**src/shared/cfg_defines.svh**
```systemverilog
`ifndef CFG_DEFINES_SVH
`define CFG_DEFINES_SVH

// ----------------------------------------
// configuration space map
// ----------------------------------------
`define CFG_SPACE_BASE 14'h2000
`define ID_ADDR_LAST 14'h2003
`define CFGW_ADDR 14'h2007
`define PC_ENTRY 14'h0000
`define ID_WORD_BITS 7
`define ID_WORDS 4

// ----------------------------------------
// configuration word fields and reset
// ----------------------------------------
`define CFGW_RESET 14'h31ff
`define CFGW_IMPL_MASK 14'h31ff
`define CFG_BG_HI 13
`define CFG_BG_LO 12
`define CFG_DPROT_BIT 8
`define CFG_PPROT_BIT 7
`define CFG_BOD_BIT 6
`define CFG_RPSEL_BIT 5
`define CFG_POWERUP_DELAY_TIMER_N_BIT 4
`define CFG_WDT_BIT 3
`define CFG_CS_HI 2
`define CFG_CS_LO 0

// ----------------------------------------
// timing
// ----------------------------------------
`define MCLK_HZ 25000000
`define POWERUP_DELAY_TIMER_MS 72
`define POWERUP_DELAY_TIMER_CYCLES (`POWERUP_DELAY_TIMER_MS * (`MCLK_HZ / 1000))
`define OST_CYCLES 1024

// ----------------------------------------
// serial programming link
// ----------------------------------------
`define CMD_BITS 6
`define DATA_BITS 14
`define CMD_LOAD_CFG 6'h00
`define CMD_LOAD_DATA 6'h02
`define CMD_READ_DATA 6'h04
`define CMD_INC_ADDR 6'h06

`endif

```
**src/shared/cfg_types_pkg.sv**
```systemverilog
package cfg_types_pkg;

  typedef enum logic [3:0] {
    SEQ_POR = 4'b0001,
    SEQ_POWERUP_DELAY_TIMER = 4'b0010,
    SEQ_OST = 4'b0100,
    SEQ_RUN = 4'b1000
  } seq_state_t;

  typedef enum logic [2:0] {
    SP_CMD = 3'b001,
    SP_LOAD = 3'b010,
    SP_READ = 3'b100
  } ser_state_t;

  typedef enum logic [2:0] {
    CS_LOW_POWER_XTAL = 3'h0,
    CS_STD_XTAL = 3'h1,
    CS_HIGH_SPEED_XTAL = 3'h2,
    CS_EXT_CLOCK_IN = 3'h3,
    CS_INT_OSC_IO = 3'h4,
    CS_INT_OSC_CLOCK_OUTPUT_FUNCTION = 3'h5,
    CS_RC_OSC_IO = 3'h6,
    CS_RC_OSC_CLOCK_OUTPUT_FUNCTION = 3'h7
  } clk_src_t;

endpackage

```
**src/shared/prog_link_if.sv**
```systemverilog
`timescale 1ns/1ps
interface prog_link_if;
  logic clk_sync;
  logic data_sync;
  logic active;
  logic [13:0] addr;
  logic wr_stb;
  logic [13:0] wr_data;
  logic [13:0] rd_data;
  logic data_out;
  logic data_oe;

  modport port (
    input clk_sync, data_sync, active, rd_data,
    output addr, wr_stb, wr_data, data_out, data_oe
  );
  modport store (
    output clk_sync, data_sync, active, rd_data,
    input addr, wr_stb, wr_data, data_out, data_oe
  );
endinterface

```
**src/rtl/config_reset_seq.sv**
```systemverilog
`timescale 1ns/1ps
`include "cfg_defines.svh"
module config_reset_seq
  import cfg_types_pkg::*;
#(
  parameter int unsigned POWERUP_DELAY_TIMER_CYCLES = `POWERUP_DELAY_TIMER_CYCLES
) (
  // clock and reset
  input wire logic mclk,
  input wire logic rst_n,
  // supply monitors and pins, asynchronous
  input wire logic supply_ok,
  input wire logic brownout_low,
  input wire logic ext_reset_pin_n,
  input wire logic vpp_high,
  input wire logic osc_input_pin,
  // serial programming pins
  input wire logic prog_clock_pin,
  input wire logic prog_data_pin_i,
  output logic prog_data_pin_o,
  output logic prog_data_pin_oe,
  // core events, same clock
  input wire logic watchdog_reset,
  input wire logic sleep_wake,
  // reset and oscillator control
  output logic core_reset_n,
  output logic osc_stop,
  output logic prog_mode,
  output logic erase_data_mem,
  output logic erase_program_mem,
  // decoded configuration
  output logic [1:0] bandgap_trim,
  output logic data_protect_on,
  output logic program_protect_on,
  output logic brownout_enable,
  output logic reset_pin_select,
  output logic powerup_delay_on,
  output logic watchdog_enable,
  output logic [2:0] clock_source_select,
  output logic clock_output_function
);

  localparam int SYNC_W = 7;

  typedef struct packed {
    logic [SYNC_W-1:0] s1;
    logic [SYNC_W-1:0] s2;
    logic osc_prev;
    logic vpp_prev;
    seq_state_t st;
    logic [20:0] cnt;
    logic [13:0] cfg;
    logic [`ID_WORDS-1:0][`ID_WORD_BITS-1:0] id;
    logic prog_mode;
    logic core_reset_n;
    logic osc_stop;
    logic erase_data;
    logic erase_prog;
  } top_t;

  top_t s_q, s_d;
  prog_link_if lnk ();

  logic supply_s, bod_low_s, pin_n_s, vpp_s, osc_s;
  logic bod_on, powerup_delay_timer_on, xtal, int_or_rc, ext_hold, bod_trip, osc_rise;
  logic in_id;
  clk_src_t src;

  // ----------------------------------------
  // synchronised pins
  // ----------------------------------------
  assign supply_s = s_q.s2[0];
  assign bod_low_s = s_q.s2[1];
  assign pin_n_s = s_q.s2[2];
  assign vpp_s = s_q.s2[3];
  assign osc_s = s_q.s2[4];
  assign lnk.clk_sync = s_q.s2[5];
  assign lnk.data_sync = s_q.s2[6];

  // ----------------------------------------
  // configuration decode
  // ----------------------------------------
  assign src = clk_src_t'(s_q.cfg[`CFG_CS_HI:`CFG_CS_LO]);
  assign bod_on = s_q.cfg[`CFG_BOD_BIT];
  assign powerup_delay_timer_on = !s_q.cfg[`CFG_POWERUP_DELAY_TIMER_N_BIT];
  assign xtal = (src == CS_LOW_POWER_XTAL) || (src == CS_STD_XTAL)
             || (src == CS_HIGH_SPEED_XTAL);
  assign int_or_rc = (src == CS_INT_OSC_IO) || (src == CS_INT_OSC_CLOCK_OUTPUT_FUNCTION)
                  || (src == CS_RC_OSC_IO) || (src == CS_RC_OSC_CLOCK_OUTPUT_FUNCTION);
  assign ext_hold = s_q.cfg[`CFG_RPSEL_BIT] && !pin_n_s;
  assign bod_trip = bod_on && bod_low_s;
  assign osc_rise = osc_s && !s_q.osc_prev;
  assign in_id = (lnk.addr >= `CFG_SPACE_BASE) && (lnk.addr <= `ID_ADDR_LAST);

  // ----------------------------------------
  // configuration store readback
  // ----------------------------------------
  always_comb begin
    lnk.rd_data = 14'h0;
    if (lnk.addr == `CFGW_ADDR) begin
      lnk.rd_data = s_q.cfg;
    end else if (in_id) begin
      lnk.rd_data = {7'h0, s_q.id[lnk.addr[1:0]]};
    end
  end
  assign lnk.active = s_q.prog_mode;

  // ----------------------------------------
  // reset sequencer and store
  // ----------------------------------------
  always_comb begin
    s_d = s_q;
    s_d.s1 = {prog_data_pin_i, prog_clock_pin, osc_input_pin, vpp_high,
              ext_reset_pin_n, brownout_low, supply_ok};
    s_d.s2 = s_q.s1;
    s_d.osc_prev = osc_s;
    s_d.vpp_prev = vpp_s;
    s_d.erase_data = 1'b0;
    s_d.erase_prog = 1'b0;
    // entry needs both serial pins low as vpp rises
    if (vpp_s && !s_q.vpp_prev && !lnk.clk_sync && !lnk.data_sync) begin
      s_d.prog_mode = 1'b1;
    end else if (!vpp_s) begin
      s_d.prog_mode = 1'b0;
    end
    if (lnk.wr_stb && s_q.prog_mode) begin
      if (lnk.addr == `CFGW_ADDR) begin
        s_d.cfg = lnk.wr_data & `CFGW_IMPL_MASK;
        // lifting protection wipes the arrays; the bandgap calibration bits keep the value written
        s_d.erase_data = lnk.wr_data[`CFG_DPROT_BIT] && !s_q.cfg[`CFG_DPROT_BIT];
        s_d.erase_prog = lnk.wr_data[`CFG_PPROT_BIT] && !s_q.cfg[`CFG_PPROT_BIT];
      end else if (in_id) begin
        s_d.id[lnk.addr[1:0]] = lnk.wr_data[`ID_WORD_BITS-1:0];
      end
    end
    unique case (s_q.st)
      SEQ_POR: begin
        s_d.cnt = 21'h0;
        if (supply_s && !bod_trip) begin
          if (powerup_delay_timer_on) begin
            s_d.st = SEQ_POWERUP_DELAY_TIMER;
          end else if (xtal) begin
            s_d.st = SEQ_OST;
          end else begin
            s_d.st = SEQ_RUN;
          end
        end
      end
      SEQ_POWERUP_DELAY_TIMER: begin
        s_d.cnt = s_q.cnt + 21'h1;
        if (s_q.cnt == 21'(POWERUP_DELAY_TIMER_CYCLES - 1)) begin
          s_d.cnt = 21'h0;
          s_d.st = xtal ? SEQ_OST : SEQ_RUN;
        end
      end
      SEQ_OST: begin
        if (osc_rise) begin
          s_d.cnt = s_q.cnt + 21'h1;
          if (s_q.cnt == 21'(`OST_CYCLES - 1)) begin
            s_d.cnt = 21'h0;
            s_d.st = SEQ_RUN;
          end
        end
      end
      SEQ_RUN: begin
        s_d.cnt = 21'h0;
        // supply falling alone does not restart the sequence
        if (sleep_wake && xtal) begin
          s_d.st = SEQ_OST;
        end
      end
      default: s_d.st = SEQ_POR;
    endcase
    if (bod_trip) begin
      s_d.st = SEQ_POR;
      s_d.cnt = 21'h0;
    end
    // watchdog only resets inside; the pin is never driven
    s_d.core_reset_n = (s_d.st == SEQ_RUN) && !ext_hold && !watchdog_reset
                    && !s_d.prog_mode;
    s_d.osc_stop = ext_hold && int_or_rc;
  end

  always_ff @(posedge mclk) begin
    if (!rst_n) begin
      s_q <= '{s1: '0, s2: '0, osc_prev: 1'b0, vpp_prev: 1'b0, st: SEQ_POR,
               cnt: 21'h0, cfg: `CFGW_RESET, id: '0, prog_mode: 1'b0,
               core_reset_n: 1'b0, osc_stop: 1'b0, erase_data: 1'b0,
               erase_prog: 1'b0};
    end else begin
      s_q <= s_d;
    end
  end

  serial_prog_port u_port (
    .mclk(mclk),
    .rst_n(rst_n),
    .lnk(lnk.port)
  );

  // ----------------------------------------
  // outputs
  // ----------------------------------------
  assign prog_data_pin_o = lnk.data_out;
  assign prog_data_pin_oe = lnk.data_oe;
  assign core_reset_n = s_q.core_reset_n;
  assign osc_stop = s_q.osc_stop;
  assign prog_mode = s_q.prog_mode;
  assign erase_data_mem = s_q.erase_data;
  assign erase_program_mem = s_q.erase_prog;
  assign bandgap_trim = s_q.cfg[`CFG_BG_HI:`CFG_BG_LO];
  assign data_protect_on = !s_q.cfg[`CFG_DPROT_BIT];
  assign program_protect_on = !s_q.cfg[`CFG_PPROT_BIT];
  assign brownout_enable = bod_on;
  assign reset_pin_select = s_q.cfg[`CFG_RPSEL_BIT];
  assign powerup_delay_on = powerup_delay_timer_on;
  assign watchdog_enable = s_q.cfg[`CFG_WDT_BIT];
  assign clock_source_select = s_q.cfg[`CFG_CS_HI:`CFG_CS_LO];
  assign clock_output_function = (src == CS_RC_OSC_CLOCK_OUTPUT_FUNCTION) || (src == CS_INT_OSC_CLOCK_OUTPUT_FUNCTION);

  // ----------------------------------------
  // checks
  // ----------------------------------------
  property p_unimpl_zero;
    @(posedge mclk) disable iff (!rst_n)
    s_q.cfg[11:9] == 3'h0;
  endproperty
  a_unimpl_zero: assert property (p_unimpl_zero) else $error("bits 11-9 set");

  property p_no_access_run;
    @(posedge mclk) disable iff (!rst_n)
    !s_q.prog_mode |=> $stable(s_q.cfg) && $stable(s_q.id);
  endproperty
  a_no_access_run: assert property (p_no_access_run) else $error("store changed");

  property p_osc_stop;
    @(posedge mclk) disable iff (!rst_n)
    (ext_hold && int_or_rc) |=> osc_stop && !core_reset_n;
  endproperty
  a_osc_stop: assert property (p_osc_stop) else $error("oscillator not stopped");

  property p_wdt_internal;
    @(posedge mclk) disable iff (!rst_n)
    (watchdog_reset && s_q.st == SEQ_RUN && !bod_trip && !(sleep_wake && xtal))
      |=> !core_reset_n && s_q.st == SEQ_RUN;
  endproperty
  a_wdt_internal: assert property (p_wdt_internal) else $error("watchdog reset wrong");

  property p_bod_hold;
    @(posedge mclk) disable iff (!rst_n)
    bod_trip |=> s_q.st == SEQ_POR && !core_reset_n;
  endproperty
  a_bod_hold: assert property (p_bod_hold) else $error("brownout not held");

  property p_no_fall_por;
    @(posedge mclk) disable iff (!rst_n)
    (s_q.st == SEQ_RUN && !bod_trip && !(sleep_wake && xtal)) |=> s_q.st == SEQ_RUN;
  endproperty
  a_no_fall_por: assert property (p_no_fall_por) else $error("left run state");

  property p_powerup_delay_timer_bound;
    @(posedge mclk) disable iff (!rst_n)
    s_q.st == SEQ_POWERUP_DELAY_TIMER |-> s_q.cnt < 21'(POWERUP_DELAY_TIMER_CYCLES) && !core_reset_n;
  endproperty
  a_powerup_delay_timer_bound: assert property (p_powerup_delay_timer_bound) else $error("delay timer overrun");

  property p_ost_bound;
    @(posedge mclk) disable iff (!rst_n)
    s_q.st == SEQ_OST |-> s_q.cnt < 21'(`OST_CYCLES);
  endproperty
  a_ost_bound: assert property (p_ost_bound) else $error("start-up count overrun");

  property p_ost_xtal;
    @(posedge mclk) disable iff (!rst_n)
    $rose(s_q.st == SEQ_OST) |-> xtal;
  endproperty
  a_ost_xtal: assert property (p_ost_xtal) else $error("start-up timer wrong mode");

  property p_erase;
    @(posedge mclk) disable iff (!rst_n)
    $rose(s_q.cfg[`CFG_PPROT_BIT]) |-> erase_program_mem;
  endproperty
  a_erase: assert property (p_erase) else $error("no erase on unprotect");

  property p_release;
    @(posedge mclk) disable iff (!rst_n)
    $rose(core_reset_n) |-> s_q.st == SEQ_RUN && !s_q.prog_mode && !osc_stop;
  endproperty
  a_release: assert property (p_release) else $error("early release");

  c_run: cover property (@(posedge mclk) disable iff (!rst_n) $rose(core_reset_n));
  c_prog: cover property (@(posedge mclk) disable iff (!rst_n) $rose(s_q.prog_mode));
  c_ost: cover property (@(posedge mclk) disable iff (!rst_n) $rose(s_q.st == SEQ_OST));
  c_erase: cover property (@(posedge mclk) disable iff (!rst_n) erase_data_mem);

endmodule

```
**src/rtl/serial_prog_port.sv**
```systemverilog
`timescale 1ns/1ps
`include "cfg_defines.svh"
module serial_prog_port
  import cfg_types_pkg::*;
(
  // clock and reset
  input wire logic mclk,
  input wire logic rst_n,
  // link to the configuration store
  prog_link_if.port lnk
);

  typedef struct packed {
    logic clk_prev;
    ser_state_t st;
    logic [4:0] bits;
    logic [13:0] sh;
    logic [13:0] addr;
    logic wr_stb;
    logic data_out;
  } ser_t;

  ser_t s_q, s_d;
  logic rise;
  logic [5:0] cmd_now;

  assign rise = lnk.clk_sync && !s_q.clk_prev;
  assign cmd_now = {lnk.data_sync, s_q.sh[13:9]};

  // ----------------------------------------
  // command and data shifter, lsb first
  // ----------------------------------------
  always_comb begin
    s_d = s_q;
    s_d.clk_prev = lnk.clk_sync;
    s_d.wr_stb = 1'b0;
    if (!lnk.active) begin
      s_d.st = SP_CMD;
      s_d.bits = 5'h0;
      s_d.addr = `PC_ENTRY;
      s_d.data_out = 1'b0;
    end else if (rise) begin
      unique case (s_q.st)
        SP_CMD: begin
          s_d.sh = {lnk.data_sync, s_q.sh[13:1]};
          s_d.bits = s_q.bits + 5'h1;
          if (s_q.bits == 5'(`CMD_BITS - 1)) begin
            s_d.bits = 5'h0;
            unique case (cmd_now)
              `CMD_LOAD_CFG: begin
                s_d.addr = `CFG_SPACE_BASE;
                s_d.st = SP_LOAD;
              end
              `CMD_LOAD_DATA: s_d.st = SP_LOAD;
              `CMD_READ_DATA: begin
                s_d.st = SP_READ;
                s_d.sh = lnk.rd_data;
                s_d.data_out = lnk.rd_data[0];
              end
              `CMD_INC_ADDR: s_d.addr = s_q.addr + 14'h1;
              default: s_d.st = SP_CMD;
            endcase
          end
        end
        SP_LOAD: begin
          s_d.sh = {lnk.data_sync, s_q.sh[13:1]};
          s_d.bits = s_q.bits + 5'h1;
          if (s_q.bits == 5'(`DATA_BITS - 1)) begin
            s_d.wr_stb = 1'b1;
            s_d.bits = 5'h0;
            s_d.st = SP_CMD;
          end
        end
        SP_READ: begin
          s_d.sh = {1'b0, s_q.sh[13:1]};
          s_d.data_out = s_q.sh[1];
          s_d.bits = s_q.bits + 5'h1;
          if (s_q.bits == 5'(`DATA_BITS - 1)) begin
            s_d.bits = 5'h0;
            s_d.data_out = 1'b0;
            s_d.st = SP_CMD;
          end
        end
        default: s_d.st = SP_CMD;
      endcase
    end
  end

  always_ff @(posedge mclk) begin
    if (!rst_n) begin
      s_q <= '{clk_prev: 1'b0, st: SP_CMD, bits: 5'h0, sh: 14'h0,
               addr: 14'h0, wr_stb: 1'b0, data_out: 1'b0};
    end else begin
      s_q <= s_d;
    end
  end

  assign lnk.addr = s_q.addr;
  assign lnk.wr_stb = s_q.wr_stb;
  assign lnk.wr_data = s_q.sh;
  assign lnk.data_out = s_q.data_out;
  assign lnk.data_oe = (s_q.st == SP_READ);

  property p_pc_entry;
    @(posedge mclk) disable iff (!rst_n)
    $rose(lnk.active) |-> s_q.addr == `PC_ENTRY;
  endproperty
  a_pc_entry: assert property (p_pc_entry) else $error("pc not at entry");

endmodule

```
**config.mk**
```make
export PLATFORM = sky130hd
export DESIGN_NAME = config_reset_seq
export DESIGN_NICKNAME = d
export VERILOG_FILES = /design/src/shared/cfg_types_pkg.sv /design/src/shared/prog_link_if.sv /design/src/rtl/config_reset_seq.sv /design/src/rtl/serial_prog_port.sv
export VERILOG_INCLUDE_DIRS = /design/src /design/src/shared
export SDC_FILE = /design/constraint.sdc
export NUM_CORES = 1
export LEC_CHECK = 0
export ABC_CLOCK_PERIOD_IN_PS = 2400
export BUFFER_PORTS_ARGS = -buffer_cell sky130_fd_sc_hd__clkbuf_2
export CORE_MARGIN = 2
export CORE_UTILIZATION = 55
export DETAILED_ROUTE_END_ITERATION = 10
export PLACE_DENSITY = 0.76
export SLEW_MARGIN = 15
export SYNTH_ARGS = -nofsm -noshare
export SYNTH_HDL_FRONTEND = slang
export SYNTH_SLANG_ARGS = --single-unit
export TNS_END_PERCENT = 5
```
**constraint.sdc**
```tcl
create_clock -name mclk -period 2.4 [get_ports mclk]
set_input_delay 0.24 -clock mclk [delete_from_list [all_inputs] [get_ports mclk]]
set_output_delay 0.24 -clock mclk [all_outputs]
set_load 0.03 [all_outputs]
```
==> flow_metrics.py <==
metrics = {
    "floorplan": {
        "die_area_sq_um": 11530,
        "coreArea_sq_um": 10370,
        "die_h_microns": 107.4,
        "rows": 37,
        "io_pins": 30,
        "initial_core_util_pct": 56.67,
        "die_w_microns": 107.4,
    },
    "grt": {
        "antenna_found_initial": 0,
        "grt_pass1_wl_microns": 22640,
        "grt_max_degree": 59,
        "grt_pass1_vias": 4726,
        "grt_overflow": 0,
        "track_usage_pct": 24.66,
    },
    "power": {
        "power_frac_clock_pct": 53.4,
        "power.ir.vdd_worst_mv": 0.5810,
        "sw_frac_of_total_pct": 21.62,
        "power.internal_mw": 3.710,
        "combPwrFrac_pct": 2.5,
        "pwr-share-seq_pct": 44.1,
        "power.switching_mw": 1.024,
        "powerDensity_nw_per_um2": 684.8,
        "p_leak_nw": 2.586,
    },
    "cts": {
        "cts_buffer_depth": 2,
        "numClockSinks": 124,
        "htree_levels": 4,
        "numCtsBuffers": 17,
        "insertion_delay_ns": 0.52,
        "cts_tree": "done",
        "cts_root_buffer": "clkbuf_8",
        "path_clk_slew_ns": 0.06,
    },
    "final_layout": {
        "syn2layout_area_growth_pct": 17.63,
        "drive_gt1_share_pct": 16.29,
        "antenna_cells": 0,
        "n_fill_cell": 763,
        "final_cell_mix": "123 x dfxtp_1, 54 x nand2_1, 54 x nor2_1",
        "final_nets": 706,
        "final_common_cell": "dfxtp_1",
    },
    "hold_path": {
        "hold_class": "input pin to register",
        "hold_depth": 2,
        "hold_end": "u_port.s_q[35]",
        "hp-start": "rst_n",
    },
    "setup_path": {
        "worstPathArrival_ns": 2.70,
        "end_kind": "register",
        "r2r_cells": 5,
        "cp.required_ns": 2.81,
        "crit_path_cell_trace": "nand4bb_1, a311o_1, a2111oi_0, xnor2_1, nor2_1",
        "rr_startpoint": "s_q[70]",
        "worst_setup_path_start_kind": "register",
        "crit_type": "register to register",
        "slowest_delay_ns": 0.62,
        "critPathBufInv": 0,
        "critical_path.slowest_cell": "a311o_1",
        "cp_top_family": "compound AO/OA/AOI/OAI gates",
        "r2r_setup_slack_ns": 0.11,
        "path_max_fanout": 16,
        "reg2reg_to": "s_q[65]",
    },
    "synth": {
        "async_flop_share_pct": 0,
        "synth_ff_type": "dfxtp_1",
        "synth_area_sq_um": 5877,
        "ys_ff_latch": 124,
        "ys_warn_count": 0,
        "yosysUniqueCellTypes": 66,
        "ys_seq_area_share_pct": 42.24,
        "syn_avg_cell_area_sq_um": 9.154,
        "synth-edff-count": 0,
        "syn_inst": 642,
        "synth_nets": 660,
    },
    "run": {
        "maxCapViolCount": 0,
    },
    "sta": {
        "maxSlewViolCount": 0,
        "grt_setup_unrepaired": "yes",
        "fin_crit_sh_pct": 95.34,
        "finalClockSkew_ns": 0.009046,
        "slew_headroom_pct": 48.64,
        "fmax_mhz": 437.0,
        "fin_crit_ns": 2.288,
        "layout_setup_ws_ns": 0.1119,
        "setup_viol": 0,
        "hold_viol_final": 0,
        "whs_ns": 0.03737,
        "tightest_slew_ns": 0.7652,
        "setup_tns_ns": 0,
    },
    "place": {
        "io_buffers": 29,
        "place_congestion": 0.9108,
        "place_hpwl_microns": 9088,
        "pre_cts_slack_ns": 0.1164,
    },
    "drt": {
        "num_vias": 4969,
        "wl_per_cell_microns": 16.39,
        "drc": 0,
        "vias_per_cell": 5.944,
        "wl_microns": 13700,
        "ant_nets": 0,
        "firstDrtPassIters": 5,
        "drtIter0Drc": 440,
    },
    "outcome": {
        "outcome": "completed",
    },
}
-- cells in the mapped netlist (9+ instances only) --
library cell / count / share of area, %
nand3_1: 32 / 2.7
xor2_1: 16 / 2.4
and3_1: 9 / 0.96
a211oi_1: 15 / 1.9
and2_1: 24 / 2.6
o21ai_0: 17 / 1.4
mux2i_1: 31 / 5.3
nand2_1: 54 / 3.4
clkbuf_1: 18 / 1.1
buf_2: 12 / 1.0
inv_1: 14 / 0.89
nand4_1: 17 / 1.8
nor2_1: 54 / 3.4
nor2b_1: 41 / 4.4
a21oi_1: 17 / 1.4
dfxtp_1: 124 / 42
xnor2_1: 16 / 2.4
-- power groups by stage --
stage	Sequential, mW	Clock, mW	Combinational (mW)
floorplan	2.13	0	0.0735
global placement	2.13	0	0.102
detailed placement	2.13	0	0.105
CTS	2.09	2.56	0.117
global route	2.09	2.67	0.129
finish	2.09	2.53	0.120
-- flip-flops by register name, summed over array words and instances, names as in the netlist, 2 cells and up --
signal	count
u_port.lnk.addr	14
u_port.lnk.wr_data	14
clock_source_select	3
bandgap_trim	2
s_d	8
s_q	59
u_port.s_q	9
-- routing by layer --
layer	routed length (microns)	share of wire, %	track usage, %	up-vias
li1	-	-	-	2402
met1	6226	45	32.34	2389
met2	6568	48	40.33	166
met3	746	5.4	5.145	12
met4	157	1.1	8.883	0
met5	0	0	0	-
-- layout make-up --
type                    count  area (sq um)  share of cell area (%)
clock buffers              18         417.9                   6.045
clock inverters            13         168.9                   2.443
inverters                  14         52.55                  0.7602
multi-input cells         466          3184                   46.06
flip-flops and latches    124          2484                   35.93
well taps                 136         170.2                   2.462
repair buffers             65         435.4                   6.299
-- what timing repair did --
action | 4_1_cts | 5_1_grt
hold endpoints to repair | 8 | 0
endpoints found under the setup margin | 0 | 15
setup buffers | 0 | 2
gates resized for setup | 0 | 7
hold buffers | 8 | 0
-- worst max-delay path by stage --
| stage | start | end | slack [ns] | depth (start not counted) |
|---|---|---|---|---|
| final | s_q[70] | s_q[65] | 0.11 | 5 |
| after CTS | u_port.s_q[30] | u_port.lnk.addr[12] | 0.03 | 6 |
| after detailed placement | u_port.s_q[30] | u_port.lnk.addr[12] | 0.12 | 6 |
| after floorplan | u_port.s_q[30] | u_port.lnk.addr[12] | 0.17 | 6 |
| after global routing | u_port.s_q[31] | u_port.lnk.addr[13] | -0.02 | 7 |
| after global placement | u_port.s_q[30] | u_port.lnk.addr[12] | 0.19 | 6 |
-- stage by stage --
| step | cell area (sq um) | util, % | cells | total power, mW |
|---|---|---|---|---|
| after floorplan | 5877 | - | 642 | 2.201 |
| after global placement | 6208 | 59.87 | 795 | 2.232 |
| after detailed placement | 6208 | 59.87 | 795 | 2.234 |
| after CTS | 6875 | 66.30 | 834 | 4.758 |
| after global routing | 6913 | 66.66 | 836 | 4.881 |
| final | 6913 | 66.66 | 836 | 4.734 |
-- logic make-up after synthesis --
logic type | after synthesis | share of synthesized area (%)
AOI/OAI and AO/OA | 97 | 11.67
adders and majority gates | 7 | 1.490
muxes | 39 | 8.154
xor gates and xnor gates | 32 | 4.769
DFF | 124 | 42.24
and+or+nand+nor | 291 | 27.63
buffers and inverters | 52 | 4.045
No activity file was read; power rests on OpenSTA's default activity.
